===== src/verilog/serial_master_pkg.sv =====
package serial_master_pkg;

  // ----------------------------------------------------------------
  // register byte offsets
  // ----------------------------------------------------------------
  localparam logic [11:0] OFF_CONTROL = 12'h000;
  localparam logic [11:0] OFF_SEL0_EDGE = 12'h004;
  localparam logic [11:0] OFF_SEL1_EDGE = 12'h008;
  localparam logic [11:0] OFF_START = 12'h00C;
  localparam logic [11:0] OFF_IRQ_MASKED = 12'h020;
  localparam logic [11:0] OFF_IRQ_RAW = 12'h024;
  localparam logic [11:0] OFF_IRQ_CLEAR = 12'h028;
  localparam logic [11:0] OFF_IRQ_EN_SET = 12'h02C;
  localparam logic [11:0] OFF_IRQ_EN_CLR = 12'h030;
  localparam logic [11:0] OFF_TX_ADDR = 12'h040;
  localparam logic [11:0] OFF_TX_DATA = 12'h050;
  localparam logic [11:0] OFF_RX_DATA = 12'h060;
  localparam logic [11:0] OFF_RX_QUEUE = 12'h070;
  localparam logic [11:0] OFF_QUEUE_STAT = 12'h074;

  // ----------------------------------------------------------------
  // field positions
  // ----------------------------------------------------------------
  localparam int unsigned CTL_TX_EN = 0;
  localparam int unsigned CTL_RX_EN = 1;
  localparam int unsigned CTL_SEL0_LVL = 2;
  localparam int unsigned CTL_SEL1_LVL = 3;
  localparam int unsigned CTL_SEL0_WE = 4;
  localparam int unsigned CTL_SEL1_WE = 5;
  localparam int unsigned CTL_AW_LSB = 8;
  localparam int unsigned CTL_AW_WE = 13;
  localparam int unsigned CTL_DW_LSB = 16;
  localparam int unsigned CTL_DW_WE = 21;
  localparam int unsigned CTL_RW_LSB = 24;
  localparam int unsigned CTL_RW_WE = 29;
  localparam int unsigned WIDTH_BITS = 5;
  localparam int unsigned EDGE_LAUNCH = 0;
  localparam int unsigned EDGE_SAMPLE = 1;

  // ----------------------------------------------------------------
  // values after reset and sizes
  // ----------------------------------------------------------------
  localparam logic [1:0] EDGE_RST = 2'h1;
  localparam logic [31:0] WORD_RST = 32'h0000_0000;
  localparam logic [4:0] WIDTH_RST = 5'h00;
  localparam int unsigned RXQ_DEPTH = 16;

  typedef enum logic [1:0] {
    ST_IDLE = 2'b00,
    ST_LEAD = 2'b01,
    ST_SHIFT = 2'b11,
    ST_DONE = 2'b10
  } xfer_state_t;

  // encoded as {receive enable, transmit enable}
  typedef enum logic [1:0] {
    MODE_OFF = 2'b00,
    MODE_TX = 2'b01,
    MODE_CONC = 2'b10,
    MODE_RX = 2'b11
  } mode_t;

endpackage : serial_master_pkg


===== src/verilog/level_sync.sv =====
module level_sync #(
  parameter int unsigned WIDTH = 1
) (
  // clock and reset
  input wire logic clk_sys,
  input wire logic reset,
  // asynchronous levels in, filtered levels out
  input wire logic [WIDTH-1:0] din,
  output logic [WIDTH-1:0] lvl
);

  logic [WIDTH-1:0] s1_r;
  logic [WIDTH-1:0] s2_r;
  logic [WIDTH-1:0] s3_r;

  always_ff @(posedge clk_sys or posedge reset) begin
    if (reset) begin
      s1_r <= '0;
      s2_r <= '0;
      s3_r <= '0;
    end else begin
      s1_r <= din;
      s2_r <= s1_r;
      s3_r <= s2_r;
    end
  end

  // a change is taken only once the second and third stages agree
  always_ff @(posedge clk_sys or posedge reset) begin
    if (reset) begin
      lvl <= '0;
    end else begin
      lvl <= (s2_r & s3_r) | (lvl & (s2_r ^ s3_r));
    end
  end

endmodule : level_sync


===== src/verilog/fifo_buffer.sv =====
module fifo_buffer #(
  parameter int unsigned WIDTH = 32,
  parameter int unsigned DEPTH = 16
) (
  // clock and reset
  input wire logic clk_sys,
  input wire logic reset,
  // fill side
  input wire logic inValid,
  output logic inReady,
  input wire logic [WIDTH-1:0] inData,
  // drain side
  output logic outValid,
  input wire logic outReady,
  output logic [WIDTH-1:0] outData
);

  localparam int unsigned AW = (DEPTH > 1) ? $clog2(DEPTH) : 1;

  logic [WIDTH-1:0] mem [DEPTH];
  logic [AW-1:0] wrPtr_r;
  logic [AW-1:0] rdPtr_r;
  logic [AW:0] count_r;
  logic doPush;
  logic doPop;

  assign inReady = (count_r != (AW+1)'(DEPTH));
  assign outValid = (count_r != '0);
  assign outData = mem[rdPtr_r];
  assign doPush = inValid & inReady;
  assign doPop = outValid & outReady;

  always_ff @(posedge clk_sys) begin
    if (doPush) begin
      mem[wrPtr_r] <= inData;
    end
  end

  always_ff @(posedge clk_sys or posedge reset) begin
    if (reset) begin
      wrPtr_r <= '0;
      rdPtr_r <= '0;
      count_r <= '0;
    end else begin
      if (doPush) begin
        wrPtr_r <= (wrPtr_r == AW'(DEPTH - 1)) ? '0 : wrPtr_r + AW'(1);
      end
      if (doPop) begin
        rdPtr_r <= (rdPtr_r == AW'(DEPTH - 1)) ? '0 : rdPtr_r + AW'(1);
      end
      count_r <= count_r + (AW+1)'(doPush) - (AW+1)'(doPop);
    end
  end

endmodule : fifo_buffer


===== src/verilog/three_wire_serial_master.sv =====
// What this block does
// [RULE1] default launch of outgoing bits is on the falling serial clock edge
// [RULE2] default sampling of incoming bits is on the rising serial clock edge
// [RULE3] each select has own launch and sample edge bits; active select applies
// [RULE4] width fields hold 0 to 31, meaning one bit more than the value
// [RULE5] transmit mode sends address then data, captures nothing
// [RULE6] receive mode sends address, no data, then captures receive bits
// [RULE7] concurrent mode has no address; shifts both ways for address width
// [RULE8] shifting follows the serial core clock; registers follow the bus clock
// [RULE9] one completion interrupt, bit 0 of the masked status register
// [RULE10] registers clear on reset; both edge registers reset to one
// [RULE11] select level changes only when its write enable is set in that write
// [RULE12] each width field changes only when its own enable is set
// [RULE13] select lines follow written level bits; software owns polarity
// [RULE14] software checks no interrupt is pending before setup writes
// [RULE15] after reset software sets selects inactive, then edge selection
// [RULE16] software sets select, mode, widths, words, enable, then start
// [RULE17] software clears the interrupt and checks masked status reads zero
// [RULE18] in a burst select stays asserted; software restarts each transfer
// [RULE19] software ends by writing select inactive and clearing mode fields
// [RULE20] after reset software drives both selects to inactive levels
// [RULE21] transmit words are left-aligned and sent from bit 31 down
// [RULE22] start zeroes the receive register; received bits fill right-aligned
// [RULE23] start reads one while busy and clears itself at completion
// [RULE24] masked status reads zero unless enabled; raw status ignores enable
// [RULE25] control layout: enables, levels, level write enables, width bytes
// [RULE26] start, clear and completion cross safely into the serial sequencing
module three_wire_serial_master
  import serial_master_pkg::*;
#(
  parameter int unsigned QUEUE_DEPTH = RXQ_DEPTH
) (
  // clock and reset
  input wire logic clk_sys,
  input wire logic reset,
  // apb register port
  input wire logic PSEL,
  input wire logic PENABLE,
  input wire logic PWRITE,
  input wire logic [11:0] PADDR,
  input wire logic [31:0] PWDATA,
  output logic [31:0] PRDATA,
  output logic PREADY,
  output logic PSLVERR,
  // serial link
  input wire logic serialCoreClock,
  input wire logic serialInLine,
  output logic serialOutLine,
  output logic selectLineZero,
  output logic selectLineOne,
  // completion interrupt
  output logic irqLine
);

  // ----------------------------------------------------------------
  // state
  // ----------------------------------------------------------------
  logic txEn_r;
  logic rxEn_r;
  logic activeSel_r;
  logic [4:0] addrW_r;
  logic [4:0] dataW_r;
  logic [4:0] rxW_r;
  logic [1:0] edge0_r;
  logic [1:0] edge1_r;
  logic startBit_r;
  logic rawFlag_r;
  logic irqEn_r;
  logic [31:0] txAddr_r;
  logic [31:0] txData_r;
  logic [31:0] rxShift_r;
  xfer_state_t state_r;
  logic phase_r;
  logic [5:0] left_r;
  logic [31:0] shift_r;
  logic slotRx_r;
  logic slotDone_r;
  logic sclkPrev_r;
  logic [6:0] launchCnt_r;
  logic [6:0] expTotal_r;

  // ----------------------------------------------------------------
  // link inputs
  // ----------------------------------------------------------------
  logic [1:0] syncLvl;
  logic riseEdge;
  logic fallEdge;
  logic sdIn;

  level_sync #(.WIDTH(2)) uSync ( // [RULE26]
    .clk_sys(clk_sys),
    .reset(reset),
    .din({serialCoreClock, serialInLine}),
    .lvl(syncLvl)
  );

  always_ff @(posedge clk_sys or posedge reset) begin
    if (reset) begin
      sclkPrev_r <= 1'b0;
    end else begin
      sclkPrev_r <= syncLvl[1];
    end
  end

  // serial core clock edges pace all shifting
  assign riseEdge = syncLvl[1] & ~sclkPrev_r; // [RULE8]
  assign fallEdge = ~syncLvl[1] & sclkPrev_r; // [RULE8]
  assign sdIn = syncLvl[0];

  // ----------------------------------------------------------------
  // apb decode
  // ----------------------------------------------------------------
  logic setupPh;
  logic wrEn;
  logic ctlWr;
  logic startWr;
  logic startSetWr;
  logic abortWr;
  logic irqClrWr;
  logic mapped;
  logic [31:0] rdVal;
  logic qInReady;
  logic qOutValid;
  logic qPop;
  logic [31:0] qData;

  assign setupPh = PSEL & ~PENABLE;
  assign wrEn = PSEL & PENABLE & PREADY & PWRITE;
  assign ctlWr = wrEn && (PADDR == OFF_CONTROL);
  assign startWr = wrEn && (PADDR == OFF_START);
  assign startSetWr = startWr & PWDATA[0];
  assign abortWr = startWr & ~PWDATA[0];
  assign irqClrWr = wrEn && (PADDR == OFF_IRQ_CLEAR) && PWDATA[0];
  assign qPop = setupPh & ~PWRITE & (PADDR == OFF_RX_QUEUE) & qOutValid;

  always_comb begin
    rdVal = 32'h0000_0000;
    mapped = 1'b1;
    case (PADDR)
      OFF_CONTROL: rdVal = {3'h0, rxW_r, 3'h0, dataW_r, 3'h0, addrW_r, 4'h0,
                            selectLineOne, selectLineZero, rxEn_r, txEn_r};
      OFF_SEL0_EDGE: rdVal = {30'h0, edge0_r};
      OFF_SEL1_EDGE: rdVal = {30'h0, edge1_r};
      OFF_START: rdVal = {31'h0, startBit_r}; // [RULE23]
      OFF_IRQ_MASKED: rdVal = {31'h0, rawFlag_r & irqEn_r}; // [RULE24] [RULE9]
      OFF_IRQ_RAW: rdVal = {31'h0, rawFlag_r}; // [RULE24]
      OFF_IRQ_CLEAR: rdVal = 32'h0000_0000;
      OFF_IRQ_EN_SET: rdVal = {31'h0, irqEn_r};
      OFF_IRQ_EN_CLR: rdVal = 32'h0000_0000;
      OFF_TX_ADDR: rdVal = txAddr_r;
      OFF_TX_DATA: rdVal = txData_r;
      OFF_RX_DATA: rdVal = rxShift_r;
      OFF_RX_QUEUE: rdVal = qOutValid ? qData : 32'h0000_0000;
      OFF_QUEUE_STAT: rdVal = {31'h0, qOutValid};
      default: mapped = 1'b0;
    endcase
  end

  // registered answer: ready comes in the first access cycle
  always_ff @(posedge clk_sys or posedge reset) begin
    if (reset) begin
      PREADY <= 1'b0;
      PRDATA <= WORD_RST;
      PSLVERR <= 1'b0;
    end else begin
      PREADY <= setupPh;
      PSLVERR <= setupPh & ~mapped;
      if (setupPh) begin
        PRDATA <= PWRITE ? WORD_RST : rdVal;
      end
    end
  end

  // ----------------------------------------------------------------
  // configuration registers
  // ----------------------------------------------------------------
  always_ff @(posedge clk_sys or posedge reset) begin
    if (reset) begin // [RULE10]
      txEn_r <= 1'b0;
      rxEn_r <= 1'b0;
      selectLineZero <= 1'b0;
      selectLineOne <= 1'b0;
      activeSel_r <= 1'b0;
      addrW_r <= WIDTH_RST;
      dataW_r <= WIDTH_RST;
      rxW_r <= WIDTH_RST;
    end else if (ctlWr) begin // [RULE25]
      txEn_r <= PWDATA[CTL_TX_EN];
      rxEn_r <= PWDATA[CTL_RX_EN];
      if (PWDATA[CTL_SEL0_WE]) begin
        selectLineZero <= PWDATA[CTL_SEL0_LVL]; // [RULE11] [RULE13] [RULE18]
      end
      if (PWDATA[CTL_SEL1_WE]) begin
        selectLineOne <= PWDATA[CTL_SEL1_LVL]; // [RULE11] [RULE13]
      end
      // the select written alone picks whose edge settings apply
      if (PWDATA[CTL_SEL0_WE] ^ PWDATA[CTL_SEL1_WE]) begin
        activeSel_r <= PWDATA[CTL_SEL1_WE]; // [RULE3]
      end
      if (PWDATA[CTL_AW_WE]) begin
        addrW_r <= PWDATA[CTL_AW_LSB +: WIDTH_BITS]; // [RULE12]
      end
      if (PWDATA[CTL_DW_WE]) begin
        dataW_r <= PWDATA[CTL_DW_LSB +: WIDTH_BITS]; // [RULE12]
      end
      if (PWDATA[CTL_RW_WE]) begin
        rxW_r <= PWDATA[CTL_RW_LSB +: WIDTH_BITS]; // [RULE12]
      end
    end
  end

  always_ff @(posedge clk_sys or posedge reset) begin
    if (reset) begin
      edge0_r <= EDGE_RST; // [RULE1] [RULE2] [RULE10]
      edge1_r <= EDGE_RST; // [RULE1] [RULE2] [RULE10]
      txAddr_r <= WORD_RST;
      txData_r <= WORD_RST;
      irqEn_r <= 1'b0;
    end else if (wrEn) begin
      if (PADDR == OFF_SEL0_EDGE) begin
        edge0_r <= PWDATA[1:0];
      end
      if (PADDR == OFF_SEL1_EDGE) begin
        edge1_r <= PWDATA[1:0];
      end
      if (PADDR == OFF_TX_ADDR) begin
        txAddr_r <= PWDATA;
      end
      if (PADDR == OFF_TX_DATA) begin
        txData_r <= PWDATA;
      end
      if ((PADDR == OFF_IRQ_EN_SET) && PWDATA[0]) begin
        irqEn_r <= 1'b1;
      end else if ((PADDR == OFF_IRQ_EN_CLR) && PWDATA[0]) begin
        irqEn_r <= 1'b0;
      end
    end
  end

  // ----------------------------------------------------------------
  // sequencing
  // ----------------------------------------------------------------
  mode_t mode;
  logic [1:0] edgeCfg;
  logic launchEdge;
  logic sampleEdge;
  logic goFire;
  logic doneEvt;
  logic capture;
  logic [5:0] addrLen;
  logic [5:0] payLen;

  assign mode = mode_t'({rxEn_r, txEn_r});
  assign edgeCfg = activeSel_r ? edge1_r : edge0_r;
  assign launchEdge = edgeCfg[EDGE_LAUNCH] ? fallEdge : riseEdge; // [RULE3]
  assign sampleEdge = edgeCfg[EDGE_SAMPLE] ? fallEdge : riseEdge; // [RULE3]
  assign addrLen = {1'b0, addrW_r} + 6'd1; // [RULE4]
  assign payLen = (mode == MODE_RX) ? {1'b0, rxW_r} + 6'd1 : {1'b0, dataW_r} + 6'd1; // [RULE4]
  // a pending interrupt or a missing mode leaves start set and idle
  assign goFire = (state_r == ST_IDLE) & startBit_r & ~rawFlag_r & (mode != MODE_OFF)
                  & qInReady;
  assign doneEvt = (state_r == ST_DONE);
  assign capture = sampleEdge & slotRx_r & ~slotDone_r;

  always_ff @(posedge clk_sys or posedge reset) begin
    if (reset) begin
      state_r <= ST_IDLE;
      phase_r <= 1'b0;
      left_r <= 6'd0;
      shift_r <= WORD_RST;
      slotRx_r <= 1'b0;
      slotDone_r <= 1'b0;
      serialOutLine <= 1'b0;
    end else begin
      unique case (state_r)
        ST_IDLE: begin
          if (goFire) begin
            state_r <= ST_LEAD;
            phase_r <= (mode == MODE_CONC); // [RULE7]
            left_r <= addrLen;
            shift_r <= (mode == MODE_CONC) ? txData_r : txAddr_r; // [RULE7]
          end
        end
        ST_LEAD, ST_SHIFT: begin
          if (abortWr) begin
            state_r <= ST_IDLE;
            serialOutLine <= 1'b0;
            slotRx_r <= 1'b0;
          end else if (launchEdge && (left_r != 6'd0)) begin
            // receive slots of receive mode drive nothing useful
            serialOutLine <= (phase_r && (mode == MODE_RX)) ? 1'b0 : shift_r[31]; // [RULE6] [RULE21] [RULE1]
            slotRx_r <= phase_r && (mode != MODE_TX); // [RULE5]
            slotDone_r <= 1'b0;
            state_r <= ST_SHIFT;
            if (!phase_r && (left_r == 6'd1)) begin
              phase_r <= 1'b1;
              left_r <= payLen; // [RULE5] [RULE6]
              shift_r <= txData_r;
            end else begin
              left_r <= left_r - 6'd1;
              shift_r <= {shift_r[30:0], 1'b0}; // [RULE21]
            end
          end else if (launchEdge) begin
            state_r <= ST_DONE;
            serialOutLine <= 1'b0;
            slotRx_r <= 1'b0;
          end else if (capture) begin
            slotDone_r <= 1'b1;
          end
        end
        ST_DONE: begin
          state_r <= ST_IDLE;
        end
      endcase
    end
  end

  // capture runs before any launch in the same edge, so equal edges still work
  always_ff @(posedge clk_sys or posedge reset) begin
    if (reset) begin
      rxShift_r <= WORD_RST;
    end else if (startSetWr) begin
      rxShift_r <= WORD_RST; // [RULE22]
    end else if (capture) begin
      rxShift_r <= {rxShift_r[30:0], sdIn}; // [RULE2] [RULE22]
    end
  end

  // ----------------------------------------------------------------
  // start, completion and interrupt
  // ----------------------------------------------------------------
  always_ff @(posedge clk_sys or posedge reset) begin
    if (reset) begin
      startBit_r <= 1'b0;
      rawFlag_r <= 1'b0;
      irqLine <= 1'b0;
    end else begin
      if (startWr) begin
        startBit_r <= PWDATA[0];
      end else if (doneEvt) begin
        startBit_r <= 1'b0; // [RULE23]
      end
      if (doneEvt) begin
        rawFlag_r <= 1'b1; // [RULE9]
      end else if (irqClrWr) begin
        rawFlag_r <= 1'b0;
      end
      irqLine <= rawFlag_r & irqEn_r; // [RULE9] [RULE24]
    end
  end

  // finished receive words queue up; a full queue holds off the next start
  fifo_buffer #(.WIDTH(32), .DEPTH(QUEUE_DEPTH)) uQueue (
    .clk_sys(clk_sys),
    .reset(reset),
    .inValid(doneEvt && (mode != MODE_TX)),
    .inReady(qInReady),
    .inData(rxShift_r),
    .outValid(qOutValid),
    .outReady(qPop),
    .outData(qData)
  );

  // ----------------------------------------------------------------
  // checking helpers
  // ----------------------------------------------------------------
  always_ff @(posedge clk_sys or posedge reset) begin
    if (reset) begin
      launchCnt_r <= 7'd0;
      expTotal_r <= 7'd0;
    end else if (goFire) begin
      launchCnt_r <= 7'd0;
      expTotal_r <= (mode == MODE_CONC) ? {1'b0, addrLen} : {1'b0, addrLen} + {1'b0, payLen};
    end else if ((state_r != ST_IDLE) && launchEdge && (left_r != 6'd0)) begin
      launchCnt_r <= launchCnt_r + 7'd1;
    end
  end
endmodule : three_wire_serial_master


===== config.mk =====
export PLATFORM = sky130hd
export DESIGN_NAME = three_wire_serial_master
export DESIGN_NICKNAME = d
export VERILOG_FILES = /design/src/verilog/serial_master_pkg.sv /design/src/verilog/level_sync.sv /design/src/verilog/fifo_buffer.sv /design/src/verilog/three_wire_serial_master.sv
export SDC_FILE = /design/constraint.sdc
export NUM_CORES = 1
export LEC_CHECK = 0
export BUFFER_PORTS_ARGS = -buffer_cell sky130_fd_sc_hd__buf_4
export CORE_MARGIN = 4
export CORE_UTILIZATION = 60
export DETAILED_ROUTE_END_ITERATION = 10
export PLACE_DENSITY = 0.77
export SLEW_MARGIN = 25
export SYNTH_ARGS = -nofsm -noshare
export SYNTH_HDL_FRONTEND = slang
export SYNTH_HIERARCHICAL = 1
export SYNTH_SLANG_ARGS = --single-unit

===== constraint.sdc =====
create_clock -name clk_sys -period 16.5 [get_ports clk_sys]
set_clock_uncertainty 0.2 [all_clocks]
set_input_delay 1.65 -clock clk_sys [delete_from_list [all_inputs] [get_ports clk_sys]]
set_output_delay 1.65 -clock clk_sys [all_outputs]
set_load 0.05 [all_outputs]

==> flow_summary.yaml, run 1 <==
floorplanning:
  start_util_pct: 61.2
  ios: 89
  die_w_um: 235
  die_y_um: 235
  core_um2: 50600
  die_area_um2: 55300
  rows: 82
layout:
  final_common_cell: "edfxtp_1"
  final_nets: 2159
  ff_latch_area_um2: 21000
  area_growth_pct: 11.6
  drive_gt1_share_pct: 21.5
  num_antenna_cells: 0
  multi_input_area_um2: 9290
  final_cell_mix: "512 x edfxtp_1, 217 x dfrtp_1, 173 x mux2i_1"
  fillers: 3325
yosys:
  synth-simple-area-share_pct: 5.23
  synth_adder_area_share_pct: 0.752
  synth_top_family_by_area: "multiplexers"
  ys.flop_type: "edfxtp_1"
  synth.avg_cell_area_um2: 15.4
  synth_top_area_cell: "edfxtp_1"
  synth_seq_cells: 736
  synth_xor_area_share_pct: 0.424
  synth-edff-count: 512
  synth_warnings: 6
  synthMuxAreaShare_pct: 15.1
  syn-num-nets: 2076
  ys_seq_area_share_pct: 67.8
  synth_top_area_share_pct: 49.7
  synth-compound-area-share_pct: 8.23
  synthArstFlopShare_pct: 30.4
  synthDistinctLibCells: 73
  syn_area_um2: 31000
  synth_area_leaders: "edfxtp_1 50%, dfrtp_1 18%, mux2i_1 5.6%"
  syn_inst: 2007
grt:
  antenna_found_initial: 0
  grt_max_degree: 138
  gr-total-overflow: 0
  gr-usage-all-layers_pct: 28.1
  first_global_vias: 19100
  grt_pass1_wl_um: 118000
status:
  status: "completed"
worst_hold_path:
  hold_path.class: "reg -> reg"
critical_path:
  crit_required_ns: 16.78
  end_kind: "flip-flop"
  crit_fanout: 48
  arrival_ns: 6.05
  reg2reg_setup_slack_ns: 10.73
  critPathKind: "reg -> reg"
  crit_path_start_kind: "flip-flop"
clock_tree:
  htreeDepth: 3
  clkTransAtPathRegs_ns: 0.06
  clockBufferDepth: 3
  clk_latency_ns: 0.61
  cts_root_buffer: "clkbuf_16"
  clock_sinks: 736
  cts_tree: "built"
  cts_resized: 0
  cts-buffers-inserted: 73
  post-cts-setup-buffers: 0
  cts_hold_buffers: 0
drt:
  num_vias: 18900
  routed_wl_um: 78400
  final_antenna_net_count: 0
  drt_iter0_drc: 2276
  drc_errors: 0
  avgRoutedWirePerCell_um: 27.8
  viasPerCell: 6.71
  drtPass1Iterations: 6
power_and_ir_drop:
  ir_drop_v: 0.000120
  power_density_nw_per_um2: 106
  power_leakage_uw: 0.0138
timing:
  drv_slew: 0
  fmax_mhz: 173
  relSlewSlack_pct: 31.7
  totalNegativeSetupSlack_ns: 0
  finalHoldViolCount: 0
  fin_crit_ns: 5.77
  min_period_over_period_pct: 34.9
  fin_ws_ns: 10.73
  setup_violations: 0
  rsz0062_at_grt: "no"
  worst_slew_pin_slew_ns: 1.02
flow_run:
  cap_viol_max_count: 0
place:
  dp_slack_ns: 10.74
  dp_hpwl_um: 45100
  gp_congestion: 0.902
  portBuffers: 88
[state kept, by name, summed over array words and instances (netlist names), 4 cells and up]
signal          count
PRDATA             32
left_r              6
shift_r            32
uQueue/rdPtr_r      4
rxShift_r          32
addrW_r             5
uQueue/mem        512
rxW_r               5
dataW_r             5
uQueue/wrPtr_r      4
txAddr_r           32
txData_r           32
uQueue/count_r      5
[cell families after synthesis]
kind of cell,count (synthesis)
DFF,736
buffers and inverters,150
and+or+nand+nor,348
adders and majority gates,18
muxes,362
AOI/OAI and AO/OA,378
xor gates and xnor gates,15
[worst paths after layout]
check	startpoint	to	cells past startpoint
worst min register to register	uSync/s1_r[0]	uSync/s2_r[0]	0
worst max-delay path	uQueue/rdPtr_r[0]	PRDATA[1]	12
max in group asynchronous	reset	state_r[0]	3
min in group asynchronous	reset	uSync/lvl[0]	2
worst min-delay path	uSync/s1_r[0]	uSync/s2_r[0]	0
worst max register to register	uQueue/rdPtr_r[0]	PRDATA[1]	12
[synth_stat cells, drive strengths merged (2+ instances only)]
cell    count
nand4       3
a22o        7
or3         2
nor4        8
clkbuf     73
nor3        6
o41ai       2
a21o        9
nor4b       2
a211oi      3
a311oi      4
a32o        3
edfxtp    512
xor2        9
nand2     171
nand3b      2
nand2b      7
dfrtp     222
a21boi      2
buf        53
nor3b       3
mux2      124
and4        2
and2       19
nor2       65
ha         17
xnor2       6
and3        7
a221oi     33
mux2i     173
a221o      12
mux4       65
a22oi      95
dfstp       2
inv        24
o211ai     33
nor2b       9
o31ai       2
o21ai     140
nand3      37
a21oi      20
o22ai       4
a31oi       2
[cell type report]
type,instances,area share [%]
clock buffer,95,5.72
clock inverter,38,0.949
inverter,24,0.297
multi-input combinational,1121,26.9
sequential,736,60.8
tap,672,2.43
timing repair buffer,134,2.93
[stage by stage]
step / cell area (um2) / utilization [%] / total power (uW) / hold WS [ns] / cells
6_report: 34500 / 68.3 / 3650 / 0.153 / 2820
5_1_grt: 34500 / 68.3 / 3750 / 0.166 / 2820
4_1_cts: 34500 / 68.3 / 3660 / 0.155 / 2819
3_5_place_dp: 32200 / 63.7 / 2080 / 0.139 / 2686
3_3_place_gp: 32200 / 63.6 / 2080 / 0.134 / 2686
2_1_floorplan: 31000 / - / 2050 / 0.131 / 2007
[report_power, final]
part / switching (uW) / internal [uW] / leakage (uW) / total (uW)
sequential: 4.40 / 1960 / 0.00894 / 1970
clock: 690 / 914 / 0.00114 / 1600
combinational: 45.9 / 28.2 / 0.00375 / 74.1
total: 740 / 2910 / 0.0138 / 3650
[metal layers]
layer,vias to the layer above,GRT usage [%],wire length (um)
li1,7937,-,-
met1,9732,39.1,30300
met2,1053,45.6,37900
met3,191,5.21,7170
met4,0,9.58,3010
met5,-,0,0
[worst max-delay path, cell delays in order, from the launching register on]
cell and delay, ns:
dfrtp_4 0.69, buf_4 0.70, buf_4 0.76, buf_4 0.81, buf_4 0.77, mux2i_1 0.29, a22oi_1 0.11, o211ai_1 0.16
nand2_1 0.13, and2_1 0.17, mux4_2 0.45, a32oi_1 0.15, o21ai_0 0.09
(Power assumes the default switching activity.)
==> run 2, diff against run 1 <==
--- a/config.mk
+++ b/config.mk
@@ -5,6 +5,7 @@
 export SDC_FILE = /design/constraint.sdc
 export NUM_CORES = 1
 export LEC_CHECK = 0
+export ABC_AREA = 1
 export BUFFER_PORTS_ARGS = -buffer_cell sky130_fd_sc_hd__buf_4
 export CORE_MARGIN = 4
 export CORE_UTILIZATION = 60
==> constraint.sdc (replaced) <==
create_clock -name clk_sys -period 5.8 [get_ports clk_sys]
set_clock_uncertainty 0.2 [all_clocks]
set_input_delay 0.58 -clock clk_sys [delete_from_list [all_inputs] [get_ports clk_sys]]
set_output_delay 0.58 -clock clk_sys [all_outputs]
set_load 0.05 [all_outputs]
==> run 2 against run 1 <==
- clock power increased to 3.0 times the previous value
- core utilization decreased by 0.83 points
- register-to-register slack lost 8.5 ns
- via count increased by 35%
- die area up 10%
- largest cell class unchanged
- largest power group unchanged
==> flow_summary.yaml, run 2 <==
status:
  status: "completed"
yosys:
  ys_seq_area_share_pct: 61.3
  synth-simple-area-share_pct: 22.9
  synth-compound-area-share_pct: 4.82
  synth_xor_area_share_pct: 0.205
  synth.avg_cell_area_um2: 9.14
  synth_seq_cells: 736
  ys.flop_type: "edfxtp_1"
  synth-edff-count: 512
  syn_inst: 3741
  synth_adder_area_share_pct: 0.680
  synthDistinctLibCells: 41
  synth_area_leaders: "edfxtp_1 45%, dfrtp_1 16%, nand2_1 14%"
  syn_area_um2: 34200
  syn-num-nets: 3810
  synth_top_area_cell: "edfxtp_1"
  synthArstFlopShare_pct: 30.4
  synth_top_area_share_pct: 45.0
  synth_commonest_cells: "1265 x nand2_1, 626 x inv_1, 512 x edfxtp_1"
  synthMuxAreaShare_pct: 0.0329
  synth_warnings: 6
  synth_top_family_by_area: "simple AND/OR/NAND/NOR gates"
  yosysMostFrequentCell: "nand2_1"
floorplanning:
  rows: 87
  start_util_pct: 60.7
  die_y_um: 247
  ios: 89
  die_w_um: 247
  core_um2: 56400
  die_area_um2: 60900
layout:
  area_growth_pct: 11.2
  fillers: 4245
  final_nets: 3853
  final_cell_mix: "1265 x nand2_1, 625 x inv_1, 512 x edfxtp_1"
  largest_register_ffs: 512
  regMostFlops: "uQueue/mem"
  drive_gt1_share_pct: 8.38
  num_antenna_cells: 0
  final_common_cell: "nand2_1"
grt:
  gr-usage-all-layers_pct: 28.5
  gr-total-overflow: 0
  grt_pass1_wl_um: 134000
  first_global_vias: 24100
  grt_max_degree: 171
  antenna_found_initial: 0
timing:
  fmax_mhz: 276
  min_period_over_period_pct: 62.5
  fin_ws_ns: 2.17
  relSlewSlack_pct: 25.9
  finalHoldViolCount: 0
  drv_slew: 0
  rsz0062_at_grt: "no"
  setup_violations: 0
  totalNegativeSetupSlack_ns: 0
  worst_slew_pin_slew_ns: 1.11
  fin_crit_ns: 3.63
critical_path:
  crit_required_ns: 6.09
  arrival_ns: 3.92
  critPathKind: "in -> reg"
  crit_path_start_kind: "input port"
  crit_fanout: 34
  r2r_cells: 9
  end_kind: "flip-flop"
place:
  gp_congestion: 0.901
  dp_slack_ns: 2.04
  portBuffers: 88
  dp_hpwl_um: 52000
drt:
  num_vias: 25500
  final_antenna_net_count: 0
  routed_wl_um: 86300
  drt_iter0_drc: 2857
  avgRoutedWirePerCell_um: 18.8
  drc_errors: 0
  drtPass1Iterations: 6
  viasPerCell: 5.54
clock_tree:
  clk_latency_ns: 0.62
  cts_tree: "built"
  htreeDepth: 3
  clock_sinks: 736
  clkTransAtPathRegs_ns: 0.06
  clockBufferDepth: 3
  cts_resized: 0
  cts_root_buffer: "clkbuf_16"
  cts-buffers-inserted: 76
power_and_ir_drop:
  power_leakage_uw: 0.0176
  power_density_nw_per_um2: 296
  ir_drop_v: 0.000230
flow_run:
  cap_viol_max_count: 0
worst_hold_path:
  hold_path.class: "in -> reg"
  holdPathStages: 3
[run 2: worst paths after layout]
kind                                from           endpoint  slack [ns]
setup reg to reg              state_r[0]   uQueue/mem[6][6]        2.28
max in group asynchronous          reset       txData_r[20]        3.48
hold / removal                PWDATA[27]           rxW_r[3]        0.02
min in group asynchronous          reset      uSync/s2_r[0]        0.30
hold reg to reg            uSync/s1_r[1]      uSync/s2_r[1]        0.15
setup / recovery                 PENABLE  uQueue/count_r[4]        2.17
[run 2: through the flow]
stage	hold slack [ns]	std cells	power, uW	cell area, um2	util (%)
final	0.0237	4599	11300	38000	67.5
after global routing	0.00572	4599	11600	38000	67.5
after CTS	0.00320	4598	11300	38000	67.4
after detailed placement	0.143	4445	6540	35400	62.8
after global placement	0.135	4439	6520	35200	62.5
after floorplan	0.131	3741	6320	34200	-
[run 2: cells by family after synthesis]
group / Yosys count
and+or+nand+nor: 1863
buffers and inverters: 815
DFF: 736
AOI/OAI and AO/OA: 300
adders and majority gates: 18
xor gates and xnor gates: 8
muxes: 1
[run 2: layout make-up]
cell class	count	area [um2]	share of cell area [%]
sequential	736	21000	55.2
inverter	641	2420	6.36
clock inverter	38	364	0.957
multi-input combinational	2190	9950	26.2
clock buffer	99	2090	5.50
tap	756	946	2.49
timing repair buffer	139	1270	3.35
[run 2: layer usage]
layer	wire [um]	vias up	GRT usage, %
li1	-	12000	-
met1	34400	12100	39.5
met2	41000	1217	45.5
met3	7430	188	4.63
met4	3450	0	11.2
met5	0	-	0
[run 2: repair_timing]
item,in CTS,in global routing
setup endpoints to repair,0,0
hold endpoints to repair,67,0
hold buffers,16,0
setup buffers,0,0
[run 2: power by group]
group | leakage, uW | total (uW) | switching, uW | internal (uW)
clock network | 0.00120 | 4820 | 2000 | 2820
logic | 0.00878 | 378 | 255 | 123
registers | 0.00765 | 6070 | 228 | 5840
[run 2: critical path, stage by stage]
cell	delay [ns]
dlygate4sd3_1	0.54
buf_4	0.15
nor2_1	0.32
inv_2	0.37
nor3_1	0.27
nand2_1	0.13
inv_1	0.17
ha_1	0.26
inv_1	0.06
ha_1	0.15
inv_1	0.06
fa_1	0.42
o21ai_0	0.19
a21oi_1	0.10
xor2_1	0.14
